[config.mk]
export PLATFORM = sky130hd
export DESIGN_NAME = ecc_top
export DESIGN_NICKNAME = d
export VERILOG_FILES = /design/src/ecc_pkg.sv /design/src/ecc_top.sv
export SDC_FILE = /design/constraint.sdc
export NUM_CORES = 1
export LEC_CHECK = 0
export ABC_CLOCK_PERIOD_IN_PS = 2000
export BUFFER_PORTS_ARGS = -buffer_cell sky130_fd_sc_hd__buf_2
export CORE_MARGIN = 4
export CORE_UTILIZATION = 25
export CTS_BUF_LIST = sky130_fd_sc_hd__clkbuf_2
export DETAILED_ROUTE_END_ITERATION = 7
export MAX_ROUTING_LAYER = met4
export PLACE_DENSITY_LB_ADDON = 0.25
export SLEW_MARGIN = 25
export SYNTH_ARGS = -nofsm -noshare
export SYNTH_HDL_FRONTEND = slang
export SYNTH_SLANG_ARGS = --single-unit
[constraint.sdc]
create_clock -name sys_clk -period 2 [get_ports sys_clk]
set_input_delay 0.2 -clock sys_clk [delete_from_list [all_inputs] [get_ports sys_clk]]
set_output_delay 0.2 -clock sys_clk [all_outputs]
set_load 0.05 [all_outputs]
[src/ecc_pkg.sv]
// Contract
// - High select 00 pin, 10 /4, 11 /8
// - Low select: pin, /2, /4, /8
// - PWM prescale /2../16, 1X0 /32, 1X1 /64
// - Reserved bits read/write, reset zero, unused
// - High wrap sets high overflow flag
// - Low wrap flags only in split mode
// - Flag clears by write 0 after read 1
// - Writing one to flags does nothing
// - Split bit 0 chains, 1 separates counters
// - High count enable 0 holds high counter
// - Low count enable 0 holds low counter
// - High release 0 holds high in reset
// - Low release 0 holds low in reset
// - Both control registers reset to zero
// - 16-bit wrap to zero sets high flag
// - Count only while a gate is high
package ecc_pkg;

   // ----------------------------------------
   // Bus map
   // ----------------------------------------
   localparam int          ECC_AW           = 8;
   localparam logic [7:0]  ECC_ADDR_CLKCTL  = 8'h00;
   localparam logic [7:0]  ECC_ADDR_CSR     = 8'h04;
   localparam logic [7:0]  ECC_ADDR_COUNT   = 8'h08;
   localparam logic [7:0]  ECC_ADDR_ISTAT   = 8'h0C;
   localparam logic [7:0]  ECC_ADDR_IMASK   = 8'h10;
   localparam logic [7:0]  ECC_REG_RESET    = 8'h00;
   localparam logic [1:0]  ECC_IRQ_RESET    = 2'h0;

   // ----------------------------------------
   // Field codes
   // ----------------------------------------
   localparam logic [1:0]  ECC_SEL_PIN      = 2'h0;
   localparam logic [1:0]  ECC_SEL_DIV2     = 2'h1;
   localparam logic [1:0]  ECC_SEL_DIV4     = 2'h2;
   localparam logic [1:0]  ECC_SEL_DIV8     = 2'h3;
   localparam logic [7:0]  ECC_CNT_MAX      = 8'hFF;
   localparam logic [7:0]  ECC_CNT_ZERO     = 8'h00;
   localparam int          ECC_PRESC_W      = 6;
   localparam int          ECC_IRQ_HIGH     = 0;
   localparam int          ECC_IRQ_LOW      = 1;
   localparam int          ECC_FLAG_HIGH    = 7;
   localparam int          ECC_FLAG_LOW     = 6;
   localparam int          ECC_RSVD_CSR     = 5;

   // ----------------------------------------
   // Carriers
   // ----------------------------------------
   typedef struct packed {
      logic [1:0] high_clock_select;
      logic [1:0] low_clock_select;
      logic [2:0] pwm_prescale;
      logic       reserved;
   } ecc_clk_ctrl_t;

   typedef struct packed {
      logic high_overflow_flag;
      logic low_overflow_flag;
      logic reserved;
      logic channel_split_mode;
      logic high_count_enable;
      logic low_count_enable;
      logic high_reset_release;
      logic low_reset_release;
   } ecc_csr_t;

   typedef struct packed {
      logic              psel;
      logic              penable;
      logic              pwrite;
      logic [ECC_AW-1:0] paddr;
      logic [31:0]       pwdata;
   } ecc_apb_req_t;

endpackage

[src/ecc_top.sv]
`timescale 1ns/1ps
`default_nettype none
module ecc_top (
   input  wire logic                 sys_clk,        // 40 MHz system clock
   input  wire logic                 srst,           // Sync reset, high
   input  wire ecc_pkg::ecc_apb_req_t apb_req,       // APB request group
   output var  logic [31:0]          prdata,         // APB read data
   output logic                      pready,         // APB ready
   output logic                      pslverr,        // APB error
   input  wire logic                 high_event_pin, // Async high event
   input  wire logic                 low_event_pin,  // Async low event
   input  wire logic                 external_count_gate, // Async gate
   input  wire logic                 pwm_count_gate, // PWM gate, same clock
   output var  logic                 pwm_clock_tick, // Prescaled PWM tick
   output logic                      irq             // Level interrupt
);
   import ecc_pkg::*;

   // ----------------------------------------
   // State
   // ----------------------------------------
   ecc_clk_ctrl_t          clkctl_q;
   ecc_csr_t               csr_q;
   logic [7:0]             high_q;
   logic [7:0]             low_q;
   logic [1:0]             istat_q;
   logic [1:0]             imask_q;
   logic                   armed_h_q;
   logic                   armed_l_q;
   logic [ECC_PRESC_W-1:0] div_q;
   logic [ECC_PRESC_W-1:0] div_tick;
   logic [31:0]            prdata_q;
   logic [2:0]             hpin_q;
   logic [2:0]             lpin_q;
   logic [1:0]             gate_q;

   // ----------------------------------------
   // APB decode
   // ----------------------------------------
   logic       setup;
   logic       ack;
   logic       hit;
   logic       wr;
   logic       rd;
   logic [7:0] addr;

   assign addr  = apb_req.paddr;
   assign setup = apb_req.psel & ~apb_req.penable;
   assign ack   = apb_req.psel & apb_req.penable;
   assign hit   = (addr == ECC_ADDR_CLKCTL) | (addr == ECC_ADDR_CSR)
                | (addr == ECC_ADDR_COUNT) | (addr == ECC_ADDR_ISTAT)
                | (addr == ECC_ADDR_IMASK);
   assign wr    = ack & apb_req.pwrite & hit;
   assign rd    = ack & ~apb_req.pwrite & hit;

   // Read data is latched in setup so the bus sees a flop, no wait state
   assign pready  = 1'b1;
   assign pslverr = ack & ~hit;
   assign prdata  = prdata_q;

   // ----------------------------------------
   // Pin synchronisers
   // ----------------------------------------
   // Stage 0 is only read by stage 1; stage 2 is kept for edges
   always_ff @(posedge sys_clk) begin
      if (srst) begin
         hpin_q <= 3'h0;
         lpin_q <= 3'h0;
         gate_q <= 2'h0;
      end else begin
         hpin_q <= {hpin_q[1:0], high_event_pin};
         lpin_q <= {lpin_q[1:0], low_event_pin};
         gate_q <= {gate_q[0], external_count_gate};
      end
   end

   logic high_edge;
   logic low_edge;
   logic gate_ok;

   // Rising edges only; there is no edge select
   assign high_edge = hpin_q[1] & ~hpin_q[2];
   assign low_edge  = lpin_q[1] & ~lpin_q[2];
   assign gate_ok   = gate_q[1] | pwm_count_gate;

   // ----------------------------------------
   // Prescaler
   // ----------------------------------------
   always_ff @(posedge sys_clk) begin
      if (srst) begin
         div_q <= '0;
      end else begin
         div_q <= div_q + 1'b1;
      end
   end

   // Tap n pulses once every 2^(n+1) clocks
   generate
      for (genvar n = 0; n < ECC_PRESC_W; n++) begin : g_tap
         assign div_tick[n] = &div_q[n:0];
      end
   endgenerate

   // Taps come in as an argument so the continuous assigns re-evaluate on them
   function automatic logic pick(input logic [1:0] code,
                                 input logic       pin,
                                 input logic [2:0] taps);
      logic r;
      r = 1'b0;
      unique case (code)
         ECC_SEL_PIN:  r = pin;
         ECC_SEL_DIV2: r = taps[0];
         ECC_SEL_DIV4: r = taps[1];
         ECC_SEL_DIV8: r = taps[2];
      endcase
      return r;
   endfunction

   logic high_tick;
   logic low_tick;
   logic pwm_tick;

   assign high_tick = pick(clkctl_q.high_clock_select, high_edge, div_tick[2:0]);
   assign low_tick  = pick(clkctl_q.low_clock_select, low_edge, div_tick[2:0]);

   // Middle bit is ignored in the two slowest codes
   always_comb begin
      if (clkctl_q.pwm_prescale[2]) begin
         pwm_tick = clkctl_q.pwm_prescale[0] ? div_tick[5] : div_tick[4];
      end else begin
         pwm_tick = div_tick[clkctl_q.pwm_prescale[1:0]];
      end
   end

   always_ff @(posedge sys_clk) begin
      if (srst) begin
         pwm_clock_tick <= 1'b0;
      end else begin
         pwm_clock_tick <= pwm_tick;
      end
   end

   // ----------------------------------------
   // Counters
   // ----------------------------------------
   logic split;
   logic low_inc;
   logic low_wrap;
   logic high_src;
   logic high_inc;
   logic ovh_set;
   logic ovl_set;

   assign split    = csr_q.channel_split_mode;
   assign low_inc  = low_tick & gate_ok & csr_q.low_count_enable
                   & csr_q.low_reset_release;
   assign low_wrap = low_inc & (low_q == ECC_CNT_MAX);
   assign high_src = split ? (high_tick & gate_ok) : low_wrap;
   assign high_inc = high_src & csr_q.high_count_enable
                   & csr_q.high_reset_release;
   assign ovh_set  = high_inc & (high_q == ECC_CNT_MAX);
   assign ovl_set  = low_wrap & split;

   always_ff @(posedge sys_clk) begin
      if (srst || !csr_q.low_reset_release) begin
         low_q <= ECC_CNT_ZERO;
      end else if (low_inc) begin
         low_q <= low_q + 1'b1;
      end
   end

   always_ff @(posedge sys_clk) begin
      if (srst || !csr_q.high_reset_release) begin
         high_q <= ECC_CNT_ZERO;
      end else if (high_inc) begin
         high_q <= high_q + 1'b1;
      end
   end

   // ----------------------------------------
   // Control registers
   // ----------------------------------------
   always_ff @(posedge sys_clk) begin
      if (srst) begin
         clkctl_q <= ECC_REG_RESET;
      end else if (wr && addr == ECC_ADDR_CLKCTL) begin
         clkctl_q <= apb_req.pwdata[7:0];
      end
   end

   logic csr_wr;
   logic csr_rd;

   assign csr_wr = wr & (addr == ECC_ADDR_CSR);
   assign csr_rd = rd & (addr == ECC_ADDR_CSR);

   always_ff @(posedge sys_clk) begin
      if (srst) begin
         csr_q <= ECC_REG_RESET;
      end else begin
         if (csr_wr) begin
            csr_q[ECC_RSVD_CSR:0] <= apb_req.pwdata[ECC_RSVD_CSR:0];
         end
         // A set in the same cycle beats the clear; a one written by software is never stored
         if (ovh_set) begin
            csr_q.high_overflow_flag <= 1'b1;
         end else if (csr_wr && !apb_req.pwdata[ECC_FLAG_HIGH] && armed_h_q) begin
            csr_q.high_overflow_flag <= 1'b0;
         end
         if (ovl_set) begin
            csr_q.low_overflow_flag <= 1'b1;
         end else if (csr_wr && !apb_req.pwdata[ECC_FLAG_LOW] && armed_l_q) begin
            csr_q.low_overflow_flag <= 1'b0;
         end
      end
   end

   // Arming remembers that software saw the flag at one
   always_ff @(posedge sys_clk) begin
      if (srst) begin
         armed_h_q <= 1'b0;
         armed_l_q <= 1'b0;
      end else begin
         if (csr_wr && !apb_req.pwdata[ECC_FLAG_HIGH]) begin
            armed_h_q <= 1'b0;
         end else if (csr_rd && prdata_q[ECC_FLAG_HIGH]) begin
            armed_h_q <= 1'b1;
         end
         if (csr_wr && !apb_req.pwdata[ECC_FLAG_LOW]) begin
            armed_l_q <= 1'b0;
         end else if (csr_rd && prdata_q[ECC_FLAG_LOW]) begin
            armed_l_q <= 1'b1;
         end
      end
   end

   // ----------------------------------------
   // Interrupts
   // ----------------------------------------
   logic [1:0] ev;
   logic [1:0] w1c;

   assign ev  = {ovl_set, ovh_set};
   assign w1c = (wr && addr == ECC_ADDR_ISTAT) ? apb_req.pwdata[1:0] : 2'h0;

   always_ff @(posedge sys_clk) begin
      if (srst) begin
         istat_q <= ECC_IRQ_RESET;
         imask_q <= ECC_IRQ_RESET;
      end else begin
         istat_q <= (istat_q & ~w1c) | ev;
         if (wr && addr == ECC_ADDR_IMASK) begin
            imask_q <= apb_req.pwdata[1:0];
         end
      end
   end

   assign irq = |(istat_q & imask_q);

   // ----------------------------------------
   // Read mux
   // ----------------------------------------
   always_ff @(posedge sys_clk) begin
      if (srst) begin
         prdata_q <= '0;
      end else if (setup) begin
         prdata_q <= '0;
         unique case (addr)
            ECC_ADDR_CLKCTL: prdata_q[7:0]  <= clkctl_q;
            ECC_ADDR_CSR:    prdata_q[7:0]  <= csr_q;
            ECC_ADDR_COUNT:  prdata_q[15:0] <= {high_q, low_q};
            ECC_ADDR_ISTAT:  prdata_q[1:0]  <= istat_q;
            ECC_ADDR_IMASK:  prdata_q[1:0]  <= imask_q;
            default:         prdata_q       <= '0;
         endcase
      end
   end

   logic h_on;
   assign h_on = split & gate_ok & csr_q.high_count_enable
               & csr_q.high_reset_release;
endmodule
`default_nettype wire

==> metrics.md <==
| Metric | Value |
|---|---|
| Hold_sp | srst |
| Post-synth ARST share | 0 |
| Crit end category | flip-flop |
| CP max stage delay | 0.47 ns |
| Vias per inst | 4.611 |
| Largest net degree at the start of global routing | 40 |
| Setup Viol. Count Final | 7 |
| CTS tree | done |
| R2R depth | 9 |
| Post-synthesis sequential area ratio | 0.4287 |
| Post-Route WL | 8467 um |
| Vias | 2776 |
| Crit path max-delay cell type | or4_1 |
| DP Worst Slack | -0.1683 ns |
| Share of cells above drive strength 1 | 0.2698 |
| Post-DP HPWL | 6009 um |
| Max clock buf depth | 2 |
| Die ar. | 14770 um^2 |
| VDD IR max | 0.2929 mV |
| Sink Count | 69 |
| Clock Latency Late Sink | 0.54 ns |
| Synth Cell Area | 3222 um^2 |
| Root buffer cell | clkbuf_2 |
| Ant diodes | 0 |
| Setup CP Type | flip-flop to flip-flop |
| Final hold slack | 0.04606 ns |
| Drt initial violations | 188 |
| Failing checks | negative setup slack |
| Gpl congestion | 0.8154 |
| Most common cell after layout, fill and taps aside | dfxtp_1 |
| Routed Antenna Nets | 0 |
| Grt ovf | 0 |
| Worst Hold Class | input port to flip-flop |
| Ys flop type | dfxtp_1 |
| Worst Path Required | 2.44 ns |
| Seq cells post-synth | 69 |
| Synth Instances | 351 |
| Pre-Repair DR Iteration Count | 4 |
| Final Net Count | 479 |
| Max Cap Viol | 0 |
| Initial Util | 0.2553 |
| Min Clock Period, post-route | 2.101 ns |
| Setup ws final | -0.1010 ns |
| Final hold vios | 0 |
| PortBufs | 43 |
| Hold Path End | prdata[15] |
| P_leak | 1.548 nW |
| Area grow syn2layout | 27.53% |
| Final worst-path cycle share | 1.050 |
| R2R Setup Slk | -0.10 ns |
| Fin util | 0.3256 |
| Post-synth EDFFs | 0 |
| RR Startpoint | div_q[1] |
| Worst Hold Path Cells | 2 |
| Total I/O pin count | 85 |
| Total CTS buffers | 9 |
| WP buf/inv | 2 |
| FP Rows | 41 |
| Worst Tran Pin Value | 0.5485 ns |
| Pwr Total | 2.577 mW |
| CP startpoint kind | flip-flop |
| H-tree levels | 3 |
| DRC viols | 0 |
| Status | complete, but fails checks |
| Crit path DAT | 2.54 ns |
| Slew Viols, Final | 0 |
| Clock Skew | 0.05242 ns |
| Commonest non-fill, non-tap cells in the layout | dfxtp_1, buf_2, nor2_1, nand2_1, buf_4 |
| Wire length per cell | 14.06 um |
| CP max FO | 4 |
| R2r endpoint | high_q[2] |
| Clk pin slew, worst setup/hold paths | 0.23 ns |
| Unrepaired setup endpoints after global routing | yes |
| Vias in the first global route | 2762 |
| F_max | 476.0 MHz |
| Slew margin rel. | 0.6344 |
| Die width | 121.5 um |
| CP Cell Sequence | ha_4 -> ha_4 -> buf_6 -> mux2i_4 -> a211oi_4 -> a31oi_4 -> buf_6 -> or4_1 -> a21oi_1 |
| Power per cell area | 627.2 nW/um^2 |
| Core Area | 12620 um^2 |
| Syn. warnings | 0 |
| Antenna violations before repair | 0 |
| Top delay family on crit path | compound AO/OA/AOI/OAI gates |
| Global-route wire length before repair | 14210 um |
| Gr usage total | 0.1243 |
| Syn_area_per_cell | 9.179 um^2 |
| Die H | 121.5 um |
| Synth unique cells | 54 |
## cell usage after synthesis, drive strengths merged, types with 4 or more instances
library cell   n  area, um^2
dfxtp         69        1381
nor2          39       146.4
nand2         26       97.59
buf           22       166.4
a21oi         21       105.1
nand3         20       100.1
mux2i         17       170.2
nor2b         16       100.1
a22oi         14       105.1
clkbuf        12       45.04
o21ai         10       50.04
o31ai          7       52.55
and3           6       38.79
nand4          6       37.54
or4            6       48.80
xor2           6       52.55
ha             5       62.56
nand2b         5       31.28
inv            4       15.01
or3            4       25.02
## timing repair
item                                    4_1_cts  5_1_grt
endpoints found under the setup margin       11       11
hold buffers                                 11        0
buffers inserted                              6        1
gates resized for setup                      17        9
gates cloned                                  1        0
hold endpoints to repair                     21        0
pin swaps                                    19        4
## flip-flops by register name, summed over array words and instances, names as in the netlist
name / cells
gate_q: 2
div_q: 6
hpin_q: 3
csr_q: 7
split: 1
pwm_clock_tick: 1
low_q: 8
clkctl_q: 8
istat_q: 2
high_q: 8
armed_l_q: 1
imask_q: 2
prdata: 16
lpin_q: 3
armed_h_q: 1
## metrics by stage
step	std cells	TNS, ns	area [um^2]
global route	602	-1.390	4109
floorplan	366	0	3292
global placement	568	-0.5207	3669
detailed placement	568	-0.8265	3669
finish	602	-0.3244	4109
CTS	601	-0.5885	4053
## area by class of cell
cell class / instances / area, um^2
Inverter: 4 / 15.01
Sequential cell: 69 / 1384
Timing Repair Buffer: 81 / 546.8
Clock inverter: 7 / 97.59
Fill cell: 1346 / 8511
Multi-Input combinational cell: 260 / 1805
Tap cell: 172 / 215.2
Clock buffer: 9 / 45.04
## worst max path at each step
stage,start,endpoint,slack [ns],depth (start not counted)
after floorplan,div_q[0],high_q[4],0.04,7
after global placement,div_q[1],high_q[3],-0.12,7
after detailed placement,div_q[1],high_q[4],-0.17,7
after CTS,div_q[1],high_q[2],-0.15,9
after global routing,div_q[1],high_q[2],-0.21,9
final,div_q[1],high_q[2],-0.10,9
## where the power goes
group | leakage (nW) | internal, mW | switching, mW | total [mW]
clock network | 0.0801 | 0.418 | 0.532 | 0.950
registers | 0.558 | 1.39 | 0.00678 | 1.40
logic | 0.910 | 0.0669 | 0.162 | 0.229
## cell families after synthesis
family                   Yosys count  synth area share
AND/OR/NAND/NOR                  142            0.2326
buffers and inverters             38           0.07029
adder cells (fa/ha/maj)            5           0.01942
other                              2          0.002331
AO/OA/AOI/OAI                     67            0.1511
multiplexers                      20           0.07378
flip-flops                        69            0.4287
XOR/XNOR                           8           0.02175
## layer usage
| layer | part of all wire | GRT usage |
|---|---|---|
| met5 | 0 | - |
| met4 | 0.0091 | 0.03711 |
| met3 | 0.047 | 0.02517 |
| met2 | 0.47 | 0.1927 |
| met1 | 0.48 | 0.1645 |
No activity file was read; power rests on OpenSTA's default activity.
